File: config.mk
export PLATFORM = sky130hd
export DESIGN_NAME = hpp_host_port
export DESIGN_NICKNAME = d
export VERILOG_FILES = /design/src/design/hpp_pkg.sv /design/src/design/hpp_host_port.sv
export SDC_FILE = /design/constraint.sdc
export NUM_CORES = 1
export LEC_CHECK = 0
export BUFFER_PORTS_ARGS = -buffer_cell sky130_fd_sc_hd__buf_2
export CORE_MARGIN = 4
export CORE_UTILIZATION = 57
export CTS_CLUSTER_SIZE = 12
export DETAILED_ROUTE_END_ITERATION = 8
export PLACE_DENSITY_LB_ADDON = 0.3
export SLEW_MARGIN = 25
export SYNTH_ARGS = -nofsm -noshare
export SYNTH_HDL_FRONTEND = slang
export SYNTH_SLANG_ARGS = --single-unit
File: constraint.sdc
create_clock -name clk_sys_i -period 2.34 [get_ports clk_sys_i]
set_input_delay 0.234 -clock clk_sys_i [delete_from_list [all_inputs] [get_ports clk_sys_i]]
set_output_delay 0.234 -clock clk_sys_i [all_outputs]
set_load 0.03 [all_outputs]
File: src/design/hpp_pkg.sv
// Constants, codes and state type for the parallel host port.
// Assumes one 40 MHz system clock and synchronous host pin levels.
package hpp_pkg;

    // ------------------------------------------------------------
    // Widths
    // ------------------------------------------------------------
    localparam int HPP_DW = 16;
    localparam int HPP_AW = 14;
    localparam int HPP_CLK_MHZ = 40;

    // ------------------------------------------------------------
    // Bus selection field codes, field at bits 1-0
    // ------------------------------------------------------------
    localparam int HPP_BSEL_LSB = 0;
    localparam logic [1:0] HPP_MODE_EXTMEM = 2'h0;
    localparam logic [1:0] HPP_MODE_NONMUX = 2'h2;
    localparam logic [1:0] HPP_MODE_MUX = 2'h3;

    // ------------------------------------------------------------
    // Access select codes {high, low}
    // ------------------------------------------------------------
    localparam logic [1:0] HPP_SEL_CTRL = 2'h0;
    localparam logic [1:0] HPP_SEL_DATA_INC = 2'h1;
    localparam logic [1:0] HPP_SEL_PTR = 2'h2;
    localparam logic [1:0] HPP_SEL_DATA = 2'h3;

    // ------------------------------------------------------------
    // Byte enable codes, active low, bit 1 is the upper lane
    // ------------------------------------------------------------
    localparam logic [1:0] HPP_BE_N_NONE = 2'h3;
    localparam int HPP_BE_HI = 1;

    // ------------------------------------------------------------
    // Control register layout and reset values
    // ------------------------------------------------------------
    localparam int HPP_CTRL_IRQ_BIT = 1;
    localparam logic [15:0] HPP_CTRL_RST = 16'h0000;
    localparam logic [15:0] HPP_PTR_RST = 16'h0000;
    localparam logic [15:0] HPP_HOLD_RST = 16'h0000;

    // ------------------------------------------------------------
    // Access sequencer states
    // ------------------------------------------------------------
    typedef enum logic [3:0] {
        HPP_ST_IDLE = 4'h1,
        HPP_ST_RD = 4'h2,
        HPP_ST_ACT = 4'h4,
        HPP_ST_WR = 4'h8
    } hpp_state_t;

endpackage

File: src/design/hpp_host_port.sv
// Parallel host port: host access to memory, address pointer and control.
// Assumes host pins are synchronous to clk_sys_i and memory answers reads.
//
// Function
// Byte enables apply to memory, pointer, control
// Single-byte write keeps the other byte
// Single-byte read drives only enabled lane
// Host without byte enables holds them low
// Reset mode is memory interface or multiplexed
// Selection code 10b gives nonmultiplexed mode
// Nonmultiplexed uses address bus, pointer unused
// Holding register keeps read or write word
// Control holds irq bit, host-only access
// Nonmux select low control, high data
// Nonmux allows control and plain data only
// Host drives direction high read, low write
// Nonmux captures select/direction at strobe fall
// Mux mode by strap low or 11b
// Host loads pointer before mux data access
// Host writes pointer with zero top bits
// Mux select decode: control, inc, pointer, data
// Address strobe latches select and direction
// Mux samples at address or internal strobe
// Unused address strobe held high by host
// Mux mode ignores the address bus
// Byte enable code 11 touches nothing; data reads still reach memory, pointer writes reload the internal address
`timescale 1ns/1ps
module hpp_host_port
    import hpp_pkg::*;
#(
    parameter int AW = HPP_AW,
    parameter int DW = HPP_DW
) (
    input wire logic clk_sys_i,
    input wire logic srst_i,
    input wire logic boot_port_mode_pin_i,
    input wire logic bsel_wr_i,
    input wire logic [1:0] bsel_wdata_i,
    output logic [1:0] bus_sel_o,
    input wire logic internal_combined_strobe_n_i,
    input wire logic host_addr_strobe_n_i,
    input wire logic access_select_low_i,
    input wire logic access_select_high_i,
    input wire logic transfer_direction_i,
    input wire logic [1:0] byte_lane_enables_n_i,
    input wire logic [AW-1:0] host_address_bus_i,
    input wire logic [DW-1:0] host_data_bus_i,
    output logic [DW-1:0] host_data_bus_o,
    output logic [1:0] host_data_bus_oe_o,
    output logic host_ready_o,
    output logic host_to_processor_irq_o,
    output logic mem_rd_req_o,
    output logic [AW-1:0] mem_rd_addr_o,
    input wire logic mem_rd_valid_i,
    input wire logic [DW-1:0] mem_rd_data_i,
    output logic mem_wr_valid_o,
    input wire logic mem_wr_ready_i,
    output logic [AW-1:0] mem_wr_addr_o,
    output logic [DW-1:0] mem_wr_data_o,
    output logic [1:0] mem_wr_be_o
);

    localparam int FW = AW + DW + 2;
    localparam int LW = DW / 2;

    // ------------------------------------------------------------
    // Declarations
    // ------------------------------------------------------------
    hpp_state_t state_q;
    logic [1:0] mode_q;
    logic strb_q, has_q, has_seen_q;
    logic [1:0] lat_sel_q, lat_be_n_q;
    logic lat_rd_q;
    logic [1:0] cyc_sel_q, cyc_be_n_q;
    logic cyc_rd_q;
    logic [AW-1:0] cyc_addr_q, addr_q, wa_q;
    logic [DW-1:0] ptr_q, hold_q, ctrl_q, dout_q;
    logic [1:0] oe_q;
    logic rdy_q, irq_q, rd_req_q;
    logic [AW-1:0] rd_addr_q;
    logic [FW-1:0] out_q, sk_q;
    logic out_v_q, sk_v_q;
    logic port_on, is_mux, strb_fall, strb_rise, has_fall;
    logic [1:0] live_sel, cap_sel, cap_be_n;
    logic cap_rd, wr_end, push, in_ready;
    logic [DW-1:0] wmerge, rd_word;
    logic [1:0] lane_en;

    // Lane merge of new data into an old word
    function automatic logic [DW-1:0] merge(input logic [DW-1:0] old_w,
                                            input logic [DW-1:0] new_w,
                                            input logic [1:0] be_n);
        logic [DW-1:0] r;
        r = old_w;
        for (int i = 0; i < 2; i++) begin
            if (!be_n[i]) begin
                r[i*LW +: LW] = new_w[i*LW +: LW];
            end
        end
        return r;
    endfunction

    // ------------------------------------------------------------
    // Pin decode
    // ------------------------------------------------------------
    assign is_mux = (mode_q == HPP_MODE_MUX);
    assign port_on = is_mux || (mode_q == HPP_MODE_NONMUX);
    assign strb_fall = strb_q && !internal_combined_strobe_n_i;
    assign strb_rise = !strb_q && internal_combined_strobe_n_i;
    assign has_fall = has_q && !host_addr_strobe_n_i && is_mux;
    // nonmux select: control or plain data
    assign live_sel = is_mux ? {access_select_high_i, access_select_low_i}
                    : (access_select_low_i ? HPP_SEL_DATA : HPP_SEL_CTRL);
    // address strobe values win when latched
    assign cap_sel = (is_mux && has_seen_q) ? lat_sel_q : live_sel;
    assign cap_rd = (is_mux && has_seen_q) ? lat_rd_q : transfer_direction_i;
    assign cap_be_n = (is_mux && has_seen_q) ? lat_be_n_q : byte_lane_enables_n_i;
    assign wr_end = (state_q == HPP_ST_ACT) && strb_rise && !cyc_rd_q;
    // one merge serves memory, pointer and control
    assign wmerge = merge((cyc_sel_q == HPP_SEL_PTR) ? ptr_q
                          : (cyc_sel_q == HPP_SEL_CTRL) ? ctrl_q : hold_q,
                          host_data_bus_i, cyc_be_n_q);
    assign in_ready = !sk_v_q;
    assign push = (state_q == HPP_ST_WR) && in_ready;
    // lanes driven only when enabled
    assign lane_en = ~cyc_be_n_q;
    always_comb begin
        rd_word = hold_q;
        if (cyc_sel_q == HPP_SEL_CTRL) begin
            rd_word = ctrl_q;
            rd_word[HPP_CTRL_IRQ_BIT] = 1'b0;
        end else if (cyc_sel_q == HPP_SEL_PTR) begin
            rd_word = ptr_q;
        end
    end

    // ------------------------------------------------------------
    // Port mode
    // ------------------------------------------------------------
    // strap low gives mux, else memory interface
    always_ff @(posedge clk_sys_i) begin
        if (srst_i) begin
            mode_q <= boot_port_mode_pin_i ? HPP_MODE_EXTMEM : HPP_MODE_MUX;
        end else if (bsel_wr_i) begin
            // software selects the port mode
            mode_q <= bsel_wdata_i;
        end
    end

    // ------------------------------------------------------------
    // Strobe edges and address strobe latch
    // ------------------------------------------------------------
    // latch cycle type on address strobe fall
    always_ff @(posedge clk_sys_i) begin
        if (srst_i) begin
            strb_q <= 1'b1;
            has_q <= 1'b1;
            has_seen_q <= 1'b0;
            lat_sel_q <= HPP_SEL_CTRL;
            lat_rd_q <= 1'b0;
            lat_be_n_q <= HPP_BE_N_NONE;
        end else begin
            strb_q <= internal_combined_strobe_n_i;
            has_q <= host_addr_strobe_n_i;
            if (has_fall) begin
                has_seen_q <= 1'b1;
                lat_sel_q <= {access_select_high_i, access_select_low_i};
                lat_rd_q <= transfer_direction_i;
                lat_be_n_q <= byte_lane_enables_n_i;
            end else if (strb_rise) begin
                has_seen_q <= 1'b0;
            end
        end
    end

    // ------------------------------------------------------------
    // Cycle capture at internal strobe fall
    // ------------------------------------------------------------
    // select and direction taken at strobe fall
    always_ff @(posedge clk_sys_i) begin
        if (srst_i) begin
            cyc_sel_q <= HPP_SEL_CTRL;
            cyc_rd_q <= 1'b0;
            cyc_be_n_q <= HPP_BE_N_NONE;
            cyc_addr_q <= '0;
        end else if (state_q == HPP_ST_IDLE && strb_fall && port_on) begin
            cyc_sel_q <= cap_sel;
            cyc_rd_q <= cap_rd;
            cyc_be_n_q <= cap_be_n;
            // address bus only in nonmux mode
            cyc_addr_q <= is_mux ? addr_q : host_address_bus_i;
        end
    end

    // ------------------------------------------------------------
    // Access sequencer
    // ------------------------------------------------------------
    always_ff @(posedge clk_sys_i) begin
        if (srst_i) begin
            state_q <= HPP_ST_IDLE;
            rd_req_q <= 1'b0;
            rd_addr_q <= '0;
        end else begin
            rd_req_q <= 1'b0;
            case (state_q)
                HPP_ST_IDLE: begin
                    if (strb_fall && port_on) begin
                        if (cap_rd && cap_sel[0]) begin
                            rd_req_q <= 1'b1;
                            rd_addr_q <= is_mux ? addr_q : host_address_bus_i;
                            state_q <= HPP_ST_RD;
                        end else begin
                            state_q <= HPP_ST_ACT;
                        end
                    end
                end
                HPP_ST_RD: begin
                    if (mem_rd_valid_i) begin
                        state_q <= HPP_ST_ACT;
                    end
                end
                HPP_ST_ACT: begin
                    if (strb_rise) begin
                        // no lanes means no memory write
                        if (!cyc_rd_q && cyc_sel_q[0] && cyc_be_n_q != HPP_BE_N_NONE) begin
                            state_q <= HPP_ST_WR;
                        end else begin
                            state_q <= HPP_ST_IDLE;
                        end
                    end
                end
                HPP_ST_WR: begin
                    if (in_ready) begin
                        state_q <= HPP_ST_IDLE;
                    end
                end
                default: state_q <= HPP_ST_IDLE;
            endcase
        end
    end

    // ------------------------------------------------------------
    // Holding register
    // ------------------------------------------------------------
    // word read from memory or word to be written
    always_ff @(posedge clk_sys_i) begin
        if (srst_i) begin
            hold_q <= HPP_HOLD_RST;
            wa_q <= '0;
        end else if (state_q == HPP_ST_RD && mem_rd_valid_i) begin
            hold_q <= mem_rd_data_i;
        end else if (wr_end && cyc_sel_q[0]) begin
            // only enabled lanes change
            hold_q <= wmerge;
            wa_q <= cyc_addr_q;
        end
    end

    // ------------------------------------------------------------
    // Address pointer and internal address
    // ------------------------------------------------------------
    always_ff @(posedge clk_sys_i) begin
        if (srst_i) begin
            ptr_q <= HPP_PTR_RST;
            addr_q <= '0;
        end else if (wr_end && cyc_sel_q == HPP_SEL_PTR && is_mux) begin
            // pointer loaded by host write
            ptr_q <= wmerge;
            addr_q <= wmerge[AW-1:0];
        end else if (state_q == HPP_ST_ACT && strb_rise && is_mux
                     && cyc_sel_q == HPP_SEL_DATA_INC && !cyc_be_n_q[HPP_BE_HI]) begin
            // post-increment after upper lane access
            addr_q <= AW'(addr_q + 1'b1);
        end
    end

    // ------------------------------------------------------------
    // Control register and processor interrupt
    // ------------------------------------------------------------
    // irq bit pulses once per written one
    always_ff @(posedge clk_sys_i) begin
        if (srst_i) begin
            ctrl_q <= HPP_CTRL_RST;
            irq_q <= 1'b0;
        end else begin
            irq_q <= 1'b0;
            if (wr_end && cyc_sel_q == HPP_SEL_CTRL) begin
                ctrl_q <= wmerge & ~(16'h0001 << HPP_CTRL_IRQ_BIT);
                irq_q <= wmerge[HPP_CTRL_IRQ_BIT];
            end
        end
    end

    // ------------------------------------------------------------
    // Host data drive and ready
    // ------------------------------------------------------------
    always_ff @(posedge clk_sys_i) begin
        if (srst_i) begin
            dout_q <= '0;
            oe_q <= 2'h0;
            rdy_q <= 1'b1;
        end else begin
            dout_q <= rd_word;
            // disabled lane stays high impedance
            oe_q <= (state_q == HPP_ST_ACT && cyc_rd_q && !strb_rise) ? lane_en : 2'h0;
            if (state_q == HPP_ST_IDLE) begin
                rdy_q <= in_ready && !(strb_fall && port_on);
            end else begin
                rdy_q <= (state_q == HPP_ST_ACT);
            end
        end
    end

    // ------------------------------------------------------------
    // Two-entry write buffer toward memory
    // ------------------------------------------------------------
    always_ff @(posedge clk_sys_i) begin
        if (srst_i) begin
            out_v_q <= 1'b0;
            sk_v_q <= 1'b0;
            out_q <= '0;
            sk_q <= '0;
        end else if (!out_v_q || mem_wr_ready_i) begin
            if (sk_v_q) begin
                out_q <= sk_q;
                out_v_q <= 1'b1;
                sk_v_q <= 1'b0;
            end else begin
                out_q <= {wa_q, hold_q, lane_en};
                out_v_q <= push;
            end
        end else if (push) begin
            sk_q <= {wa_q, hold_q, lane_en};
            sk_v_q <= 1'b1;
        end
    end

    // Outputs straight from flops
    assign bus_sel_o = mode_q;
    assign host_data_bus_o = dout_q;
    assign host_data_bus_oe_o = oe_q;
    assign host_ready_o = rdy_q;
    assign host_to_processor_irq_o = irq_q;
    assign mem_rd_req_o = rd_req_q;
    assign mem_rd_addr_o = rd_addr_q;
    assign mem_wr_valid_o = out_v_q;
    assign mem_wr_addr_o = out_q[FW-1 -: AW];
    assign mem_wr_data_o = out_q[DW+1:2];
    assign mem_wr_be_o = out_q[1:0];
endmodule

; ---- Word level (Yosys, flattened, before mapping)
; Index checks and enable logic that the tools add are counted.
[classes]
bitwise = 7
n_reduce_logical = 50
n_mux = 32
eq_ne = 13
addsub = 1
[op_table]
columns = cell, n
row1 = $mux 16, 6
row2 = $mux 14, 3
row3 = $mux 32, 1
row4 = $logic_and 1x1->1, 25
row5 = $mux 4, 5
row6 = $mux 8, 2
row7 = $pmux 4 s4, 1
row8 = $add 14x1->14 const B, 1
row9 = $mux 2, 7
row10 = $logic_not 1->1, 9
row11 = $ne 2x2->1 const B, 4
row12 = $reduce_bool 2->1, 4
row13 = $reduce_or 2->1, 4
row14 = $eq 2x2->1 const B, 3
row15 = $mux 1, 6
row16 = $not 1->1, 6
row17 = $eq 4x1->1 const B, 1
row18 = $eq 4x2->1 const B, 1
row19 = $eq 4x3->1 const B, 1
row20 = $eq 4x4->1 const B, 1
row21 = $reduce_and 2->1, 2
row22 = $reduce_and 4->1, 1
row23 = $mux 3, 1
row24 = $reduce_and 3->1, 1
row25 = other kinds (6), 7
[totals]
output_inout_bits = 70
reg_bits = 209
in_bits = 61
elab_cells = 131

; ---- Logic depth before layout (Yosys ltp)
[depth]
word_depth = 8
depth_mapped = 8
depth_no_buf = 6

; ---- Least setup slack after synthesis
; OpenSTA, ideal clock, no wires.
[synth_path]
path_type = reg-to-reg
start = reg state_q[1]
end = reg hold_q[15]
t_arrival_ns = 1.968
setup_ns = 0.100
stages_incl_launch_ff = 9
setup_slack_ns = 0.272
period_less_slack_ns = 2.068
path_buffers = 3
cell_sequence = dfxtp_1 -> buf_2 -> or4b_1 -> buf_2 -> or3_1 -> buf_6 -> nand2_8 -> nor2_2 -> a2111oi_4
[synth_between]
elab_chain_len = 5
elab_cells_between_ends = 8
classes_between = eq/ne: 2 / mux: 1 / reduce/logical: 5
[synth_rtl]
columns = item, line_no
row1 = "start, declared", hpp_host_port.sv:69  ; hpp_state_t state_q;
row2 = "start signal, assigned", hpp_host_port.sv:200  ; state_q <= HPP_ST_IDLE;
row3 = "start signal, assigned", hpp_host_port.sv:211  ; state_q <= HPP_ST_RD;
row4 = "start signal, assigned", hpp_host_port.sv:213  ; state_q <= HPP_ST_ACT;
row5 = $eq 4x3->1, hpp_host_port.sv:118  ; assign wr_end = (state_q == HPP_ST_ACT) && strb_rise && !cyc_rd_q;
row6 = $logic_and 1x1->1 (2 in series), hpp_host_port.sv:118
row7 = $logic_and 1x1->1, hpp_host_port.sv:252  ; end else if (wr_end && cyc_sel_q[0]) begin
row8 = $reduce_bool 2->1 (no line), -
row9 = "end signal, assigned", hpp_host_port.sv:251  ; hold_q <= mem_rd_data_i;
row10 = "end signal, assigned", hpp_host_port.sv:254  ; hold_q <= wmerge;
row11 = "end, declared", hpp_host_port.sv:77  ; logic [DW-1:0] ptr_q, hold_q, ctrl_q, dout_q;
; Several ways; a longest one is shown, not always the timed one.
; A chain may end at the register's enable or synchronous reset.

; ---- Worst setup path in the final report
[layout_path]
start = reg state_q[2]
end = reg addr_q[13]
[layout_between]
elab_chain_len = 6
elab_cells_between_ends = 10
classes_between = eq/ne: 1 / mux: 1 / reduce/logical: 8
[layout_rtl]
columns = item, line_no
row1 = $eq 4x3->1 (*), "hpp_host_port.sv:118, hpp_host_port.sv:270"
row2 = $logic_and 1x1->1 (*), "hpp_host_port.sv:118, hpp_host_port.sv:270"
row3 = "$logic_and 1x1->1, on equally long branches", "hpp_host_port.sv:118, hpp_host_port.sv:270"
row4 = "$logic_and 1x1->1, on equally long branches (2 in series)", "hpp_host_port.sv:266, hpp_host_port.sv:271"
row5 = $mux 14 / $reduce_bool 2->1 (equally long branches), -
row6 = "end signal, assigned", hpp_host_port.sv:269  ; addr_q <= wmerge[AW-1:0];
row7 = "end signal, assigned", hpp_host_port.sv:273  ; addr_q <= AW'(addr_q + 1'b1);
row8 = "end, declared", hpp_host_port.sv:76  ; logic [AW-1:0] cyc_addr_q, addr_q, wa_q;
; Mark *: on every way between the ends. The rest lies on a longest branch, timed or not.

==> out/qor.csv <==
metric,value,unit
cpPeakStageDelay,0.51,ns
io_buffer_count,130,
hold_ws,0.0230,ns
clkLatencyLatePin,0.50,ns
r2r_end,addr_q[13],
drc,0,
crit_chain,"or4b_1, buf_4, nor4_4, nand3_1, or2_0, a31oi_1",
fin_tns_setup,0,ns
vdd_ir_drop_max,0.000579,V
final_cell_mix,"206 x dfxtp_1, 157 x nand2_1, 132 x nor2_1",
layout_commonest_cell,dfxtp_1,
drtAntennaViolNets,0,
place_inst,1278,
cp_data_required_time,2.76,ns
place_congestion,0.918,
syn_avg_cell_area,8.66,µm²
yosys_warnings,0,
fp.coreArea,0.0148,mm²
grt_max_degree,88,
leakagePower,4.10,nW
finalCritPeriodShare,0.927,
startpoint_type,flop,
crit_fanout,8,
layout_min_cycle_time,2.17,ns
io_pins,131,
post_route_cells_drive_above_1_share,0.202,
syn-num-nets,1065,
drv_slew,0,
clockBufferDepth,3,
min_path_type,in -> reg,
hold_viol_final,0,
outcome,"finished, final reports clean",
instances_no_fill,1312,
finalNetCount,1181,
htree_levels,1,
grt_use_total,0.253,
setup_viol,0,
synth_area,0.00869,mm²
start_util,0.589,
synth_edf_count,2,
cp_slowest_cell,dfxtp_1,
final_core_util,0.695,
cts-buffers-inserted,22,
criticalPathCategory,reg -> reg,
clkTransAtPathRegs,0.06,ns
slew_headroom,0.420,
synth_cell_types,54,
fp-row-count,44,
min_from,access_select_high_i,
grt_pass1_wl,36400,µm
final.setup.worst_slack,0.172,ns
antenna_cells,0,
worstPathArrival,2.59,ns
powerDensity,759,mW/mm²
postSynth.topFlopCell,dfxtp_1,
wl_per_cell,17.4,µm
vias,7605,
die_h,131,µm
antenna_found_initial,0,
rsz0062_at_grt,false,
viasPerCell,5.80,
maxCapViolations,0,
postSynthCellCount,1003,
setup.worst_path.start,state_q[2],
end_kind,flop,
ys_ff_latch,209,
cts_tree,done,
r2r_slack,0.17,ns
hold_depth,3,
finClkSkew,0.0156,ns
grt_pass1_vias,6989,
reg2regPathDepth,6,
synthArstFlopShare,0,
grt_overflow_total,0,
ys_seq_area_frac,0.484,
worst_slew_pin_slew,0.870,ns
detailed_place_hpwl,16000,µm
fmax,0.461,GHz
dieArea,0.0173,mm²
clock-sinks,209,
root_buffer,clkbuf_16,
r2r_start,state_q[2],
holdPathEnd,lat_sel_q[1],
dr.pass1.iters,5,
drt-total-wl,22800,µm
area_growth,18.0,%
post-place-ws,0.225,ns
drtIter0Drc,656,
fp.dieW,131,µm
## metal layers
metal / share of wire / vias to the layer above / wire length (µm) / global-route usage
li1: - / 3730 / - / -
met1: 0.46 / 3511 / 10500 / 0.363
met2: 0.44 / 299 / 10000 / 0.391
met3: 0.067 / 65 / 1530 / 0.0363
met4: 0.033 / 0 / 759 / 0.0881
met5: 0 / - / 0 / 0
## kinds of logic (layout without fill, tap and decap cells)
kind of cell | Yosys count | in the layout | synth area share
compound gates | 219 | 219 | 0.165
xor+xnor | 3 | 3 | 0.00302
fa+ha+maj | 1 | 1 | 0.00144
buf+inv | 90 | 215 | 0.0413
flops | 209 | 209 | 0.484
mux | 78 | 78 | 0.0911
simple gates | 403 | 403 | 0.215
## repair_timing
action                                 CTS  global route
setup buffers                            0             0
setup endpoints to repair                0             0
resized for setup                        0             0
hold buffers                             1             0
endpoints found under the hold margin    1             0
## state kept, by name (all words and copies together), names as in the netlist, 2 cells and up
name and cells:
mem_rd_addr_o 14, cyc_be_n_q 2, ctrl_q 15, ptr_q 16
cyc_sel_q 2, addr_q 14, bus_sel_o 2, hold_q 16
cyc_addr_q 14, state_q 4, host_data_bus_o 16, host_data_bus_oe_o 2
sk_q 32, lat_sel_q 2, wa_q 14, lat_be_n_q 2
out_q 32
## cells in the mapped netlist (4+ instances only)
master,count,share of area
a211oi_1,65,0.056
a21oi_1,77,0.044
a221o_1,4,0.0046
a22oi_1,13,0.011
a31oi_1,7,0.0050
and2_1,5,0.0036
and3_1,5,0.0036
buf_1,9,0.0039
buf_2,5,0.0029
clkbuf_1,57,0.025
dfxtp_1,207,0.48
inv_1,16,0.0069
mux2_2,9,0.012
mux2i_1,69,0.079
nand2_1,157,0.068
nand2b_1,7,0.0050
nand3_1,7,0.0040
nand3b_1,4,0.0035
nand4_1,5,0.0036
nor2_1,132,0.057
nor2b_1,15,0.011
nor3_1,25,0.014
nor3b_1,5,0.0043
nor4_1,4,0.0029
nor4b_1,5,0.0050
o21ai_0,36,0.021
o22ai_1,5,0.0036
or2_2,5,0.0036
## worst max-delay path by stage
stage	endpoint	slack [ns]	cells past startpoint
5_1_grt	addr_q[4]	0.03	6
4_1_cts	addr_q[4]	0.22	6
3_3_place_gp	addr_q[4]	0.31	6
2_1_floorplan	hold_q[15]	0.27	8
3_5_place_dp	addr_q[13]	0.22	6
6_report	addr_q[13]	0.17	6
## stage by stage
| stage | instance area (µm²) | total power [mW] |
|---|---|---|
| 3_3_place_gp | 9580 | 4.56 |
| 5_1_grt | 10300 | 8.04 |
| 3_5_place_dp | 9580 | 4.57 |
| 6_report | 10300 | 7.79 |
| 4_1_cts | 10300 | 7.83 |
| 2_1_floorplan | 8690 | 4.30 |
## worst max-delay path, delay by kind of cell, from the launching register on
family / cells / cell delay [ns]
AO/OA/AOI/OAI: 1 / 0.18
buffers and inverters: 1 / 0.19
AND/OR/NAND/NOR: 4 / 1.23
flip-flops: 1 / 0.51
## final cells by class
cell class                 instances  area, µm²
clock buffer                      30        622
clock inverter                     3       40.0
fill                            1241       4500
inverter                          16       60.1
multi-input combinational        704       4160
sequential                       209       4210
tap                              184        230
timing repair buffer             166        942
## where the power goes
group          switching [mW]  total [mW]  internal, mW
combinational           0.469       0.751         0.282
clock                    1.32        3.27          1.94
sequential              0.105        3.77          3.66
total                    1.90        7.79          5.89
Note: power is estimated with default switching activity, not from simulation.
